$ cat src/hdl/mps_consts.svh
// constants for the memory patrol scrubber
`ifndef MPS_CONSTS_SVH
`define MPS_CONSTS_SVH
`define MPS_RANKS          8
`define MPS_ROWS_W         4
`define MPS_STAT_W         64
`define MPS_ADDRESS_VALID_FLAG_BIT      58
`define MPS_PCC_BIT        57
`define MPS_UC_BIT         61
`define MPS_VAL_BIT        63
`endif

$ cat src/hdl/mps_pkg.sv
// types for the memory patrol scrubber
package mps_pkg;
    typedef enum logic [2:0] {
        MPS_IDLE,
        MPS_READ,
        MPS_WAIT,
        MPS_FIX,
        MPS_NEXT
    } mps_state_t;
endpackage

$ cat src/hdl/mps_scrubber.sv
// background patrol scrubber walking all ranks of a mirrored memory channel
`include "mps_consts.svh"
module mps_scrubber
    import mps_pkg::*;
#(
    parameter int RANKS  = `MPS_RANKS,
    parameter int ROWS_W = `MPS_ROWS_W
)
(
    input  wire logic                  I_CLOCK,
    input  wire logic                  I_RSTN,
    input  wire logic                  i_enable,
    input  wire logic                  i_deep_lp,
    input  wire logic [RANKS-1:0]      i_rank_present,
    input  wire logic [RANKS-1:0]      i_rank_disabled,
    input  wire logic                  i_mirror_en,
    input  wire logic                  i_cmd_ready,
    input  wire logic                  i_rd_valid,
    input  wire logic                  i_rd_sbe,
    input  wire logic                  i_rd_ue,
    input  wire logic                  i_partner_valid,
    output logic                       o_rd_req,
    output logic                       o_wr_req,
    output logic                       o_wr_from_partner,
    output logic [$clog2(RANKS)-1:0]   o_rank,
    output logic [ROWS_W-1:0]          o_row,
    output logic                       o_err_valid,
    output logic [`MPS_STAT_W-1:0]     o_err_status,
    output logic                       o_busy
);
    localparam int RW = $clog2(RANKS);

    // the location field must stay clear of the flag bits at the top
    // of the status word, and a one-rank channel has nothing to patrol
    generate
        if (RANKS < 2 || ROWS_W < 1 || RW + ROWS_W > `MPS_PCC_BIT)
        begin : g_bad_geometry
            $error("mps_scrubber: unsupported geometry");
        end
    endgenerate

    // state of the current location; rank and row double as the
    // resume point, so a pause never loses the sweep position
    mps_state_t state;
    logic       lp_s1;
    logic       lp_s2;
    logic       fix_partner;

    // rank is scrubbable when present and not disabled after training
    function automatic logic rank_ok(input logic [RANKS-1:0] pres,
                                     input logic [RANKS-1:0] dis,
                                     input logic [RW-1:0]    r);
        rank_ok = pres[r] & ~dis[r];
    endfunction

    // uncorrectable data that the mirror partner can still supply; used
    // both to pick the repair source and to downgrade the report
    function automatic logic partner_can_fix(input logic ue,
                                             input logic mir,
                                             input logic pv);
        partner_can_fix = ue & mir & pv;
    endfunction

    // next row, wrapping inside the rank
    function automatic logic [ROWS_W-1:0] row_after(
        input logic [ROWS_W-1:0] r);
        row_after = ROWS_W'(r + 1'b1);
    endfunction

    // next rank; the rank count need not be a power of two, so wrap
    // explicitly instead of relying on counter overflow
    function automatic logic [RW-1:0] rank_after(input logic [RW-1:0] r);
        if (r == RW'(RANKS - 1))
            rank_after = '0;
        else
            rank_after = RW'(r + 1'b1);
    endfunction

    // low-power level arrives from the power domain, so synchronise it;
    // a level change mid-location is only acted on back in idle
    always_ff @(posedge I_CLOCK)
    begin
        if (!I_RSTN)
        begin
            lp_s1 <= 1'b0;
            lp_s2 <= 1'b0;
        end
        else
        begin
            lp_s1 <= i_deep_lp;
            lp_s2 <= lp_s1;
        end
    end

    // sweep sequencer; rank map is sampled live so a spare swap is seen.
    // one location is in flight at a time: slower than pipelining reads,
    // but a pause or a map change can never strand a half-done location,
    // which is what would otherwise hang the sweep on resume
    always_ff @(posedge I_CLOCK)
    begin
        if (!I_RSTN)
        begin
            state             <= MPS_IDLE;
            o_rank            <= '0;
            o_row             <= '0;
            o_rd_req          <= 1'b0;
            o_wr_req          <= 1'b0;
            o_wr_from_partner <= 1'b0;
            fix_partner       <= 1'b0;
            o_busy            <= 1'b0;
        end
        else
        begin
            o_rd_req <= 1'b0;
            o_wr_req <= 1'b0;
            case (state)
                MPS_IDLE:
                begin
                    o_busy <= 1'b0;
                    // pause only between locations, position is kept
                    if (i_enable && !lp_s2)
                    begin
                        o_busy <= 1'b1;
                        // re-check the map on resume, never wait on it
                        if (rank_ok(i_rank_present, i_rank_disabled, o_rank))
                            state <= MPS_READ;
                        else
                            state <= MPS_NEXT; // skip disabled rank
                    end
                end
                MPS_READ:
                begin
                    // spare ranks are read like any other; only the
                    // present and disabled maps decide what is patrolled
                    if (i_cmd_ready)
                    begin
                        o_rd_req <= 1'b1; // every enabled location incl. spares
                        state    <= MPS_WAIT;
                    end
                end
                MPS_WAIT:
                begin
                    if (i_rd_valid)
                    begin
                        fix_partner <= partner_can_fix(i_rd_ue, i_mirror_en,
                                                       i_partner_valid);
                        if (i_rd_sbe)
                            state <= MPS_FIX; // correct single-bit
                        else if (partner_can_fix(i_rd_ue, i_mirror_en,
                                                 i_partner_valid))
                            state <= MPS_FIX; // mirror repair
                        else
                            state <= MPS_NEXT;
                    end
                end
                MPS_FIX:
                begin
                    if (i_cmd_ready)
                    begin
                        o_wr_req          <= 1'b1;
                        o_wr_from_partner <= fix_partner;
                        state             <= MPS_NEXT;
                    end
                end
                MPS_NEXT:
                begin
                    // rows wrap first, then the rank advances; skipped
                    // ranks still step row by row so timing stays even
                    o_row <= row_after(o_row);
                    if (&o_row)
                        o_rank <= rank_after(o_rank);
                    state <= MPS_IDLE;
                end
                default:
                    state <= MPS_IDLE;
            endcase
        end
    end

    // error report in machine-check status layout; the location field
    // sits at the bottom, the flags at the top, the rest stays zero.
    // the report is a one-cycle pulse, the status word holds until the
    // next report so slow logging logic can still pick it up
    always_ff @(posedge I_CLOCK)
    begin
        if (!I_RSTN)
        begin
            o_err_valid  <= 1'b0;
            o_err_status <= '0;
        end
        else
        begin
            o_err_valid <= 1'b0;
            // only enabled ranks reach WAIT, so disabled ones stay quiet
            if (state == MPS_WAIT && i_rd_valid && (i_rd_sbe || i_rd_ue))
            begin
                o_err_valid                 <= 1'b1;
                o_err_status                <= '0;
                o_err_status[`MPS_VAL_BIT]  <= 1'b1;
                o_err_status[RW+ROWS_W-1:0] <= {o_rank, o_row};
                if (i_rd_ue && !partner_can_fix(i_rd_ue, i_mirror_en,
                                                i_partner_valid))
                begin
                    // true uncorrectable: no trustworthy address
                    o_err_status[`MPS_UC_BIT]    <= 1'b1;
                    o_err_status[`MPS_PCC_BIT]   <= 1'b1;
                    o_err_status[`MPS_ADDRESS_VALID_FLAG_BIT] <= 1'b0;
                end
                else
                begin
                    // correctable, or downgraded when partner holds good data
                    o_err_status[`MPS_ADDRESS_VALID_FLAG_BIT] <= 1'b1;
                end
            end
        end
    end
endmodule

$ cat config.mk
export PLATFORM = sky130hd
export DESIGN_NAME = mps_scrubber
export DESIGN_NICKNAME = d
export VERILOG_FILES = /design/src/hdl/mps_pkg.sv /design/src/hdl/mps_scrubber.sv
export VERILOG_INCLUDE_DIRS = /design/src /design/src/hdl
export SDC_FILE = /design/constraint.sdc
export NUM_CORES = 1
export LEC_CHECK = 0
export ABC_AREA = 0
export CORE_ASPECT_RATIO = 1.5
export CORE_MARGIN = 2
export CORE_UTILIZATION = 30
export DETAILED_ROUTE_END_ITERATION = 8
export DONT_BUFFER_PORTS = 1
export PLACE_DENSITY = 0.43
export SLEW_MARGIN = 30
export SYNTH_ARGS = -nofsm -noshare
export SYNTH_HDL_FRONTEND = slang
export SYNTH_SLANG_ARGS = --single-unit
$ cat constraint.sdc
create_clock -name I_CLOCK -period 1.45 [get_ports I_CLOCK]
set_input_delay 0.0725 -clock I_CLOCK [delete_from_list [all_inputs] [get_ports I_CLOCK]]
set_output_delay 0.0725 -clock I_CLOCK [all_outputs]
set_load 0.02 [all_outputs]
==> metrics list, run 1 <==
- Maximum number of pins on one net before global-route repair: 27
- Fraction of final layout cells with drive strength greater than 1: 0.158
* Core area: 0.00541 mm^2
* Number of I/O pins: 102
- The critical path in this run is classified as flip-flop to flip-flop.
* Number of nets at the end of the flow: 226
* Most frequent cell after synthesis: buf_4
* Number of detailed-routing iterations run before antenna repair: 3
- Startpoint of the worst setup timing path: o_rank[2]
* Capture point of the worst reg-to-reg path: state[2]
* DP Area: 0.00164 mm^2
- Clock tree synthesis selected as its root buffer the cell clkbuf_8.
* Final slew viol count: 0
* Maximum clock insertion buffer count: 2
* Final period util: 0.996
- For this design, the sink count on the clock tree is 28.
- Of all cell types, the one taking the most synthesized area is dfxtp_1.
* Worst setup skew after layout: 0.0134 ns
- The number of clock buffers added by TritonCTS is 3.
- The worst setup path is captured at a flip-flop.
* Number of DRC markers after the initial detailed-route iteration: 6
* Fmax: between 600 and 700 MHz
* Synth top area share: 0.337
- Wire length of the first global-routing pass: 4890 um
- At the end of routability-driven placement, the weighted congestion stood at 0.705.
- Among all flip-flop cells after synthesis, the most frequent one is dfxtp_1.
- The smallest clock period supported by the final layout is computed as 1.44 ns.
- Sorting the synthesized cells by how often they occur yields buf_4, dfxtp_1, nor2b_1.
- Detailed routing inserted a total of approximately 1.0k vias.
- The synthesized design contains 0 enable-type register cells.
- Following the worst setup path forward leads to its endpoint at state[2].
* Slack of the worst reg-to-reg path: 0.006 ns
- Summing all multi-input logic gate instances after layout gives 856 um^2.
- Antenna fix cells: 0
* Leakage component of the power: 0.806 nW
- By area the synthesized netlist is led by dfxtp_1, buf_4, mux2i_1, nor2b_1, and2_1.
- During synthesis, Yosys emitted a total of 0 warnings.
- Synthesized area: between 0.0015 and 0.002 mm^2
- After filler insertion, the fill cell instance count of the layout stands at a little under 600.
- Proportion of register bits with asynchronous set or reset after synthesis: 0
* Post-DP HPWL: 2470 um
* Vias in the first global route: 990
- Hold WC Path Type: primary input to flip-flop
- Across the run, the number of max-cap violations was 0.
- In this run the core area contains 33 standard-cell rows.
* Finished layout cell area: 0.00180 mm^2
- Total number of H-tree levels: 1
- Height of the die: 95.2 um
- Register area: 569 um^2
* Die width: 64.8 um
- For the worst setup path, the data arrival time is 1.61 ns.
- Headroom to the max-slew limit came out at 0.471.
- Transition at the pin with the smallest max-transition slack: 0.793 ns
- The final layout contains routed wiring with a total length of 3190 um.
- Via density per instance: 3.92
* Power density cells: around 880 mW/mm^2
- For this run, the total global-route usage over all layers was measured as 0.104.
* Number of cells traversed by the worst register-to-register path: 4
- Post-synthesis sequential element count: 28
* Wire per inst: 12.0 um
* Area added between synthesis and finish: 7.97%
* Run status: completed
- After technology mapping, the gate count stands at 179.
- Setup Viol. Count Final: 0
- At the later pin of the worst-skew pair, clock insertion delay measures 0.28 ns.
- Sequential area share after synthesis: 0.337
- Overflow after GRT: 0
- The number of antenna violations at the first check in global routing was 0.
- Die ar.: between 0.006 and 0.007 mm^2
- Hold violation count in the final report: 0
* Syn avg cell area: 9.30 um^2
- CP required: 1.62 ns
* IR drop worst, VDD: 0.451 mV
* Starting utilization of the core area: 0.308
- After layout, the worst setup slack is 0.00607 ns.
- The count of buffers added on input and output ports is 0.
* Clock slew at the register clock pins of the worst setup and hold paths: 0.11 ns
- TritonCTS built the clock tree.
- In this run the worst path has a maximum fanout of 6.
- Setup repair after global routing could not meet its margin everywhere.
- Worst setup slack before clock tree synthesis: -0.0299 ns
* # DRC: 0
- Netlist cell types: 34
- Beginning of the worst register-to-register path: o_rank[2]
- The count of nets left with antenna violations once routing finished came out at 0.
- Startpoint type of the worst setup path: flip-flop
==> routing by layer <==
metal  routed length, um  global-route usage  part of all wire
met2                1710               0.190              0.54
met1                1190               0.112              0.37
met5                   0                   0                 0
met4                  45              0.0426             0.014
met3                 242              0.0272             0.076
==> cells in the final DEF, fill, tap and decap left out, types with 2 or more instances in the layout <==
| cell type | instances |
|---|---|
| conb_1 | 53 |
| dfxtp_1 | 25 |
| nor2b_1 | 15 |
| buf_4 | 14 |
| mux2i_1 | 13 |
| and2_1 | 6 |
| nand2_1 | 5 |
| a31oi_1 | 5 |
| inv_1 | 5 |
| dlygate4sd3_1 | 5 |
| nor3b_2 | 4 |
| nand2b_1 | 3 |
| nor3_1 | 3 |
| ha_1 | 3 |
| clkbuf_8 | 3 |
| xnor2_1 | 2 |
| nand3_1 | 2 |
| o21a_1 | 2 |
| a21boi_0 | 2 |
| xor2_1 | 2 |
| nand3b_1 | 2 |
| a21oi_1 | 2 |
| nor2_1 | 2 |
| nand4_1 | 2 |
| dfxtp_4 | 2 |
==> critical path: stages, from the launching register on <==
cell and delay (ns):
dfxtp_4 0.41, buf_6 0.12, a31oi_1 0.08, mux4_2 0.48
a211o_1 0.26
==> per-stage QoR <==
step | instances | power (W) | utilization | TNS [ns] | hold slack, ns
3_3_place_gp | 254 | 0.00102 | 0.303 | 0 | 0.195
3_5_place_dp | 254 | 0.00102 | 0.303 | -0.0299 | 0.196
5_1_grt | 266 | 0.00167 | 0.332 | -0.121 | 0.0114
4_1_cts | 266 | 0.00161 | 0.329 | -0.0570 | 0.0184
2_1_floorplan | 231 | 0.00111 | - | -0.0667 | 0.200
6_report | 266 | 0.00158 | 0.332 | 0 | 0.0133
==> flip-flops by register name, indices dropped and copies added, names as in the netlist <==
| name | flops |
|---|---|
| fix_partner | 1 |
| lp_s1 | 1 |
| lp_s2 | 1 |
| o_busy | 1 |
| o_err_status | 10 |
| o_err_valid | 1 |
| o_rank | 3 |
| o_rd_req | 1 |
| o_row | 4 |
| o_wr_from_partner | 1 |
| o_wr_req | 1 |
| state | 3 |
==> cell type report <==
| type | instances | share of cell area |
|---|---|---|
| sequential | 28 | 0.317 |
| multi-input combinational | 137 | 0.476 |
| timing repair buffer | 22 | 0.111 |
| clock buffer | 4 | 0.0369 |
| inverter | 5 | 0.0104 |
| tap | 70 | 0.0487 |
==> how the worst min path moves through the flow <==
stage               start                to  slack (ns)  cells after the start
4_1_cts        i_rd_valid          state[1]        0.02                      3
5_1_grt        i_rd_valid          state[1]        0.01                      3
2_1_floorplan   i_deep_lp             lp_s1        0.20                      1
3_5_place_dp       I_RSTN  o_err_status[63]        0.20                      1
6_report       i_rd_valid          state[1]        0.01                      3
3_3_place_gp       I_RSTN  o_err_status[63]        0.19                      1
==> logic make-up (layout without fill, tap and decap cells) <==
| group | after synthesis | after routing | share of synthesized area |
|---|---|---|---|
| buf+inv | 66 | 31 | 0.280 |
| simple gates | 49 | 49 | 0.188 |
| flops | 28 | 28 | 0.337 |
| compound gates | 14 | 14 | 0.0579 |
| mux | 14 | 14 | 0.0917 |
| xor+xnor | 4 | 4 | 0.0211 |
| fa+ha+maj | 3 | 3 | 0.0226 |
| other cells | 1 | 53 | 0.00225 |
==> power breakdown <==
| part | switching, W | leakage (nW) | internal (W) |
|---|---|---|---|
| Clock | 0.000255 | 0.0339 | 0.000301 |
| Combinational | 0.000171 | 0.544 | 0.0000622 |
| Sequential | 0.0000157 | 0.229 | 0.000779 |
| Total | 0.000441 | 0.806 | 0.00114 |
==> timing repair <==
item | 4_1_cts | 5_1_grt
hold endpoints to repair | 27 | 0
gates resized for setup | 3 | 6
setup endpoints to repair | 3 | 15
hold buffers | 6 | 0
buffers inserted | 2 | 0
Note: power is estimated with default switching activity, not from simulation.
==> run 2, diff against run 1 <==
==> constraint.sdc (replaced) <==
create_clock -name I_CLOCK -period 1.3 [get_ports I_CLOCK]
set_input_delay 0.065 -clock I_CLOCK [delete_from_list [all_inputs] [get_ports I_CLOCK]]
set_output_delay 0.065 -clock I_CLOCK [all_outputs]
set_load 0.02 [all_outputs]
==> run 2 against run 1 <==
Against the previous run:
- the run now ends with negative hold slack, negative setup slack left
- via count increased by 2.9%
- non-clock buffer count increased by 1
- die area unchanged
- critical path type unchanged
- clock skew decreased by 0.0075 ns
- critical path depth unchanged
- sequential share of layout area decreased by 0.27 points
- utilization increased by 0.51 points
- worst setup slack got worse by 0.19 ns
- cell area increased by 1.5%
- clock-buffer cell count unchanged
- worst hold slack got worse by 0.10 ns
==> metrics list, run 2 (synthesis gave the netlist of run 1 again) <==
* Vias in the first global route: 965
- CTS placed an instance of clkbuf_8 at the clock tree root.
* Wire per inst: ~13 um
- At the later pin of the worst-skew pair, clock insertion delay measures 0.27 ns.
- Flip-flop count of the largest register after layout: 10
- Fraction of final layout cells with drive strength greater than 1: 0.198
- For this design the top-level I/O count stands at 102.
* Setup Viol. Count Final: 3
- Die width: ~65 um
- Overflow after GRT: 0
- In this run the standard cell core region covers 0.00541 mm^2.
- Data on the critical path is required at its endpoint by 1.46 ns.
* WHS: -0.0915 ns
- Min cycle time layout: 1.49 ns
- On the final layout, the worst clock skew is roughly 0.0059 ns.
* Setup repair after global routing missed its margin: true
- TritonCTS built the clock tree.
- For this run, the total global-route usage over all layers was measured as 0.102.
- Derived from the worst setup path, the maximum achievable clock frequency is 673 MHz.
- Number of DRC markers after the initial detailed-route iteration: 22
- Post-DP HPWL: 2520 um
- Cell Rows: 33
- Largest reg by FF count: o_err_status
- Area added between synthesis and finish: 9.62%
- Across all layers, the routed design uses 1,072 vias.
- STA classifies the critical path startpoint as a flip-flop.
* DRT Wirelength: around 3400 um
- Buffers placed on the I/O ports in this run total 0.
- Power comes to 0.00163 W.
- The count of final hold-check violations was 23.
* Violations in the final reports: negative hold slack, negative setup slack
- The number of pins with negative max-slew slack in the final report came to 0.
- Once layout is complete, the cells apart from fillers number 267.
- IR analysis of the VDD net gives a maximum drop of around 0.36 mV.
* Final core utilization: 0.337
- For this design the ratio of total power to cell area is about 900 mW/mm^2.
- After filler insertion, the fill cell instance count of the layout stands at 591.
* Hold-fix buffers, CTS: 3
- By startpoint and endpoint, the worst setup path is classified as flip-flop to flip-flop.
* Nature of the critical path endpoint: flip-flop
* Starting utilization of the core area: 0.308
- The repair_antennas step left the layout with diodes totalling 0.
- Worst Path Arrival: 1.65 ns
- In the finished design, the share of the clock period the worst path needs comes to 1.14.
* Registers with the most flip-flops: o_err_status: 10 flops, o_row: 4 flops
- Across the run, the number of max-cap violations was 0.
- Run status: finished, violations left
- For this design the static power due to leakage is between 0.8 and 0.9 nW.
* Antenna violations before repair: 0
- Number of clock sinks seen by CTS: 28
- # placed instances: 254
- The library cell used most frequently in the layout, excluding fill and tap cells, is conb_1.
- The count of nets left with antenna violations once routing finished came out at 0.
- Clock-pin slew was measured on the worst setup and hold paths at 0.10 ns.
- For this run, design rule violations remaining after detail routing come to 0.
* Hold WC Path Type: primary input to flip-flop
- In this run the vertical extent of the chip is 95.2 um.
- Total number of H-tree levels: 1
- Worst setup margin: -0.186 ns
- TritonCTS created 3 clock buffers.
- Number of nets at the end of the flow: 227
- In the routed layout, each cell is associated on average with a via count of 4.01.
- At the end of routability-driven placement, the weighted congestion stood at around 0.75.
- Number of detailed-routing iterations run before antenna repair: 4
- The first global-routing pass estimated roughly 4800 um of wire.
* Most frequent cells in the layout: conb_1, dfxtp_1, buf_4
- Of all nets on the critical path, the largest fanout is 6.
- Entering global routing, the biggest net connects 28 pins.
* Die ar.: 0.00617 mm^2
* Maximum clock insertion buffer count: 2
run 2: area by class of cell:
cell class | count | area [um^2] | area share
multi-input combinational | 137 | 882 | 0.484
sequential | 28 | 573 | 0.314
timing repair buffer | 23 | 218 | 0.119
tap | 70 | 87.6 | 0.0480
clock buffer | 4 | 45.0 | 0.0247
inverter | 5 | 18.8 | 0.0103
run 2: final timing paths:
kind	start	to	slack, ns	cells after the start
max reg2reg	o_rank[2]	state[2]	-0.19	4
min	I_RSTN	o_err_status[63]	-0.09	1
max	o_rank[2]	state[2]	-0.19	4
min reg2reg	fix_partner	fix_partner	0.49	2
run 2: stage by stage:
step / setup WS [ns] / TNS (ns) / cell area (um^2)
after floorplan: -0.217 / -0.880 / 1900
after global placement: -0.133 / -0.816 / 1640
after detailed placement: -0.175 / -0.592 / 1640
after CTS: -0.190 / -0.841 / 1720
after global routing: -0.234 / -1.02 / 1820
final: -0.186 / -0.311 / 1820
run 2: metal layers:
| layer | up-vias | GRT usage | part of all wire |
|---|---|---|---|
| met1 | 498 | 0.105 | 0.36 |
| met3 | 2 | 0.0201 | 0.071 |
| met2 | 53 | 0.196 | 0.56 |
| met5 | - | 0 | 0 |
| met4 | 0 | 0.0426 | 0.012 |
| li1 | 519 | - | - |
run 2: worst max-delay path: stages, from the launching register on:
cell and delay (ns):
dfxtp_4 0.41, buf_6 0.13, a31oi_2 0.08, mux4_2 0.50, a211o_1 0.27
run 2: what timing repair did:
action / CTS / global route
buffers inserted: 0 / 5
endpoints found under the hold margin: 27 / 23
setup endpoints to repair: 14 / 17
cloned: 0 / 1
resized for setup: 1 / 15
pin swaps: 0 / 3
run 2: power breakdown:
part | leakage, nW | total, W | internal [W] | switching, W
Sequential | 0.229 | 0.000884 | 0.000868 | 0.0000158
Combinational | 0.557 | 0.000263 | 0.0000754 | 0.000188
Clock | 0.0228 | 0.000487 | 0.000220 | 0.000268
==> run 3, diff against run 2 <==
--- a/config.mk
+++ b/config.mk
@@ -7,12 +7,13 @@
 export NUM_CORES = 1
 export LEC_CHECK = 0
 export ABC_AREA = 0
+export CAP_MARGIN = 40
 export CORE_ASPECT_RATIO = 1.5
 export CORE_MARGIN = 2
-export CORE_UTILIZATION = 30
+export CORE_UTILIZATION = 62
 export DETAILED_ROUTE_END_ITERATION = 8
 export DONT_BUFFER_PORTS = 1
-export PLACE_DENSITY = 0.43
+export PLACE_DENSITY = 0.76
 export SLEW_MARGIN = 30
 export SYNTH_ARGS = -nofsm -noshare
 export SYNTH_HDL_FRONTEND = slang
==> constraint.sdc (replaced) <==
create_clock -name I_CLOCK -period 1.6 [get_ports I_CLOCK]
set_input_delay 0.08 -clock I_CLOCK [delete_from_list [all_inputs] [get_ports I_CLOCK]]
set_output_delay 0.08 -clock I_CLOCK [all_outputs]
set_load 0.02 [all_outputs]
==> run 3 against run 2 <==
Against the previous run:
- the run now ends clean
- final cell count fell by 15%
- sequential share of layout area increased by 2.4 points
- via count shrank 2.4%
- clock-buffer cell count fell by 1
- wire length fell by 22%
- die area shrank 49%
- non-clock buffer count shrank 7
- critical path depth unchanged
- combinational power is 22% lower
- worst setup slack gained 0.29 ns
- critical path type unchanged
- highest routed layer unchanged
==> metrics list, run 3 (synthesis gave the netlist of run 1 again) <==
- STA classifies the critical path endpoint as a flip-flop.
- CTS tree: done
* Worst setup skew after layout: 0.00147 ns
- Worst Path Max Fanout: 12
- Flip-flop count of the largest register after layout: 10
* Starting utilization of the core area: 0.635
- Number of detailed-routing iterations run before antenna repair: 2
- Leaving out fill and tap cells, the most frequent cell in the layout is conb_1.
* Master cell of the clock root buffer: clkbuf_8
* Fmax: between 600 and 700 MHz
- Via count: approximately 1.0k
- Startpoint type of the worst setup path: flip-flop
- Max-cap violations in this run came to 0.
* Vias in the first global route: 914
- Buffers added to address setup during post-CTS repair amount to 0.
- Wire length of the first global-routing pass: a little under 4000 um
- At the end of routability-driven placement, the weighted congestion stood at 0.713.
- For this design the total switching power over the nets is 0.000353 W.
- From synthesis to final layout, the design area changed by 0.376%.
- Fraction of final layout cells with drive strength greater than 1: 0.111
- The number of antenna violations at the first check in global routing is 0.
- Walking the worst path, the cells encountered are nor3b_2, a31oi_1, mux4_2, a211o_1.
- The slowest stage of the critical path belongs to the cell mux4_2.
* Worst setup margin: 0.102 ns
* Hold WC Path Type: primary input to flip-flop
- CP required: about 1.8 ns
- Registers with the most flip-flops: o_err_status: 10 flops, o_row: 4 flops
- For this run, design rule violations remaining after detail routing come to 0.
- Die ar.: 0.00312 mm^2
* Internal cell power: 0.000929 W
- Run status: completed
- The number of pins with negative max-slew slack in the final report is 0.
* Final period util: 0.936
- The sequential cells in the finished layout cover a total of 566 um^2.
- Fill cell count: between 200 and 250
- In this run, CTS created clock tree buffers numbering 3.
- In this run the remaining antenna-violating nets after routing total 0.
- The tree built by TritonCTS fans out to 28 sinks.
- The number of antenna diodes in the final layout is 0.
- Fraction of power consumed by sequential logic: 0.562
- IR drop worst, VDD: between 0.8 and 0.9 mV
- Dividing the detail-routed wire length by the instance count gives 11.7 um.
- Summing all multi-input logic gate instances after layout gives 848 um^2.
- Worst Path Arrival: 1.66 ns
* Relative slew slack: 0.572
- Clock slew at the register clock pins of the worst setup and hold paths: around 0.080 ns
* Power share of the clock group: 0.277
- Maximum number of pins on one net before global-route repair: 26
- DRT Wirelength: ~2600 um
- Worst setup slack before clock tree synthesis: 0.0173 ns
- Setup Viol. Count Final: 0
- Net switching fraction of the power: 0.275
- Measured along the x axis, the die boundary spans roughly 46 um.
- Maximum clock insertion buffer count: 2
- Clock network latency to the later pin of the worst-skew pair: 0.26 ns
- For this design the ratio of total power to cell area is about 770 mW/mm^2.
* Core area: about 0.0026 mm^2
- The total overflow left after global routing is 0.
- Via density per instance: between 4 and 5
- In this run the tool buffered the top-level ports with 0 buffer cells.
* Leakage component of the power: 0.751 nW
- Largest reg by FF count: o_err_status
- Largest stage delay on the critical path: about 0.5 ns
- Combined global-route utilization of all metal layers: 0.175
- The first routing iteration left 14 violations.
- Most frequent cells in the layout: conb_1, dfxtp_1, nor2b_1
- Hold violation count in the final report: 0
- The critical path in this run is classified as flip-flop to flip-flop.
- Cell Rows: 23
- For this run, the share of the core covered by cells in the final layout is 0.638.
- The HPWL after detailed placement is approximately 2100 um.
* Setup repair after global routing missed its margin: false
- Number of nets at the end of the flow: 220
* Total number of H-tree levels: 1
- In this run the count of I/O pins placed on the die edge is 102.
* Share of total power in combinational logic: 0.161
* Transition at the pin with the smallest max-transition slack: 0.639 ns
* Min cycle time layout: 1.50 ns
* TNS Setup: 0 ns
* Height of the die: 67.5 um
run 3: path summary, 6_finish.rpt:
| check | from | to | slack, ns | depth (start not counted) |
|---|---|---|---|---|
| max reg2reg | o_rank[2] | state[2] | 0.10 | 4 |
| min reg2reg | lp_s1 | lp_s2 | 0.44 | 1 |
| min | i_cmd_ready | state[1] | 0.03 | 3 |
| max | o_rank[2] | state[2] | 0.10 | 4 |
run 3: power by group through the flow:
stage	clock, W	sequential (W)	combinational, W
global placement	0	0.000738	0.000178
global route	0.000393	0.000723	0.000227
floorplan	0	0.000739	0.000267
CTS	0.000367	0.000721	0.000200
finish	0.000355	0.000721	0.000206
detailed placement	0	0.000739	0.000181
run 3: final cells by class:
cell class | count | area share
timing repair buffer | 16 | 0.0899
inverter | 5 | 0.0112
sequential | 28 | 0.339
tap | 37 | 0.0277
multi-input combinational | 137 | 0.508
clock buffer | 3 | 0.0247
run 3: critical path, delay by kind of cell, from the launching register on:
family             cells  cell delay [ns]
DFF                    1             0.40
AOI/OAI and AO/OA      2             0.33
and+or+nand+nor        1             0.18
muxes                  1             0.49
run 3: routing by layer:
layer	routed length [um]	vias to the layer above	track usage
met2	1530	52	0.321
met1	891	486	0.170
met4	31	0	0.0750
met5	0	-	0
li1	-	504	-
met3	195	4	0.0535
run 3: metrics by stage:
stage / std cells / hold slack [ns] / instance area [um^2] / total power (W)
floorplan: 231 / 0.207 / 1860 / 0.00101
global placement: 216 / 0.201 / 1540 / 0.000916
detailed placement: 216 / 0.207 / 1540 / 0.000920
CTS: 225 / 0.00372 / 1640 / 0.00129
global route: 226 / 0.0379 / 1670 / 0.00134
finish: 226 / 0.0252 / 1670 / 0.00128
run 3: what timing repair did:
action                                 CTS  global route
gates resized for setup                  1             4
endpoints found under the hold margin   26             1
hold buffers                             6             1
pin swaps                                0             4
setup endpoints to repair                1             3
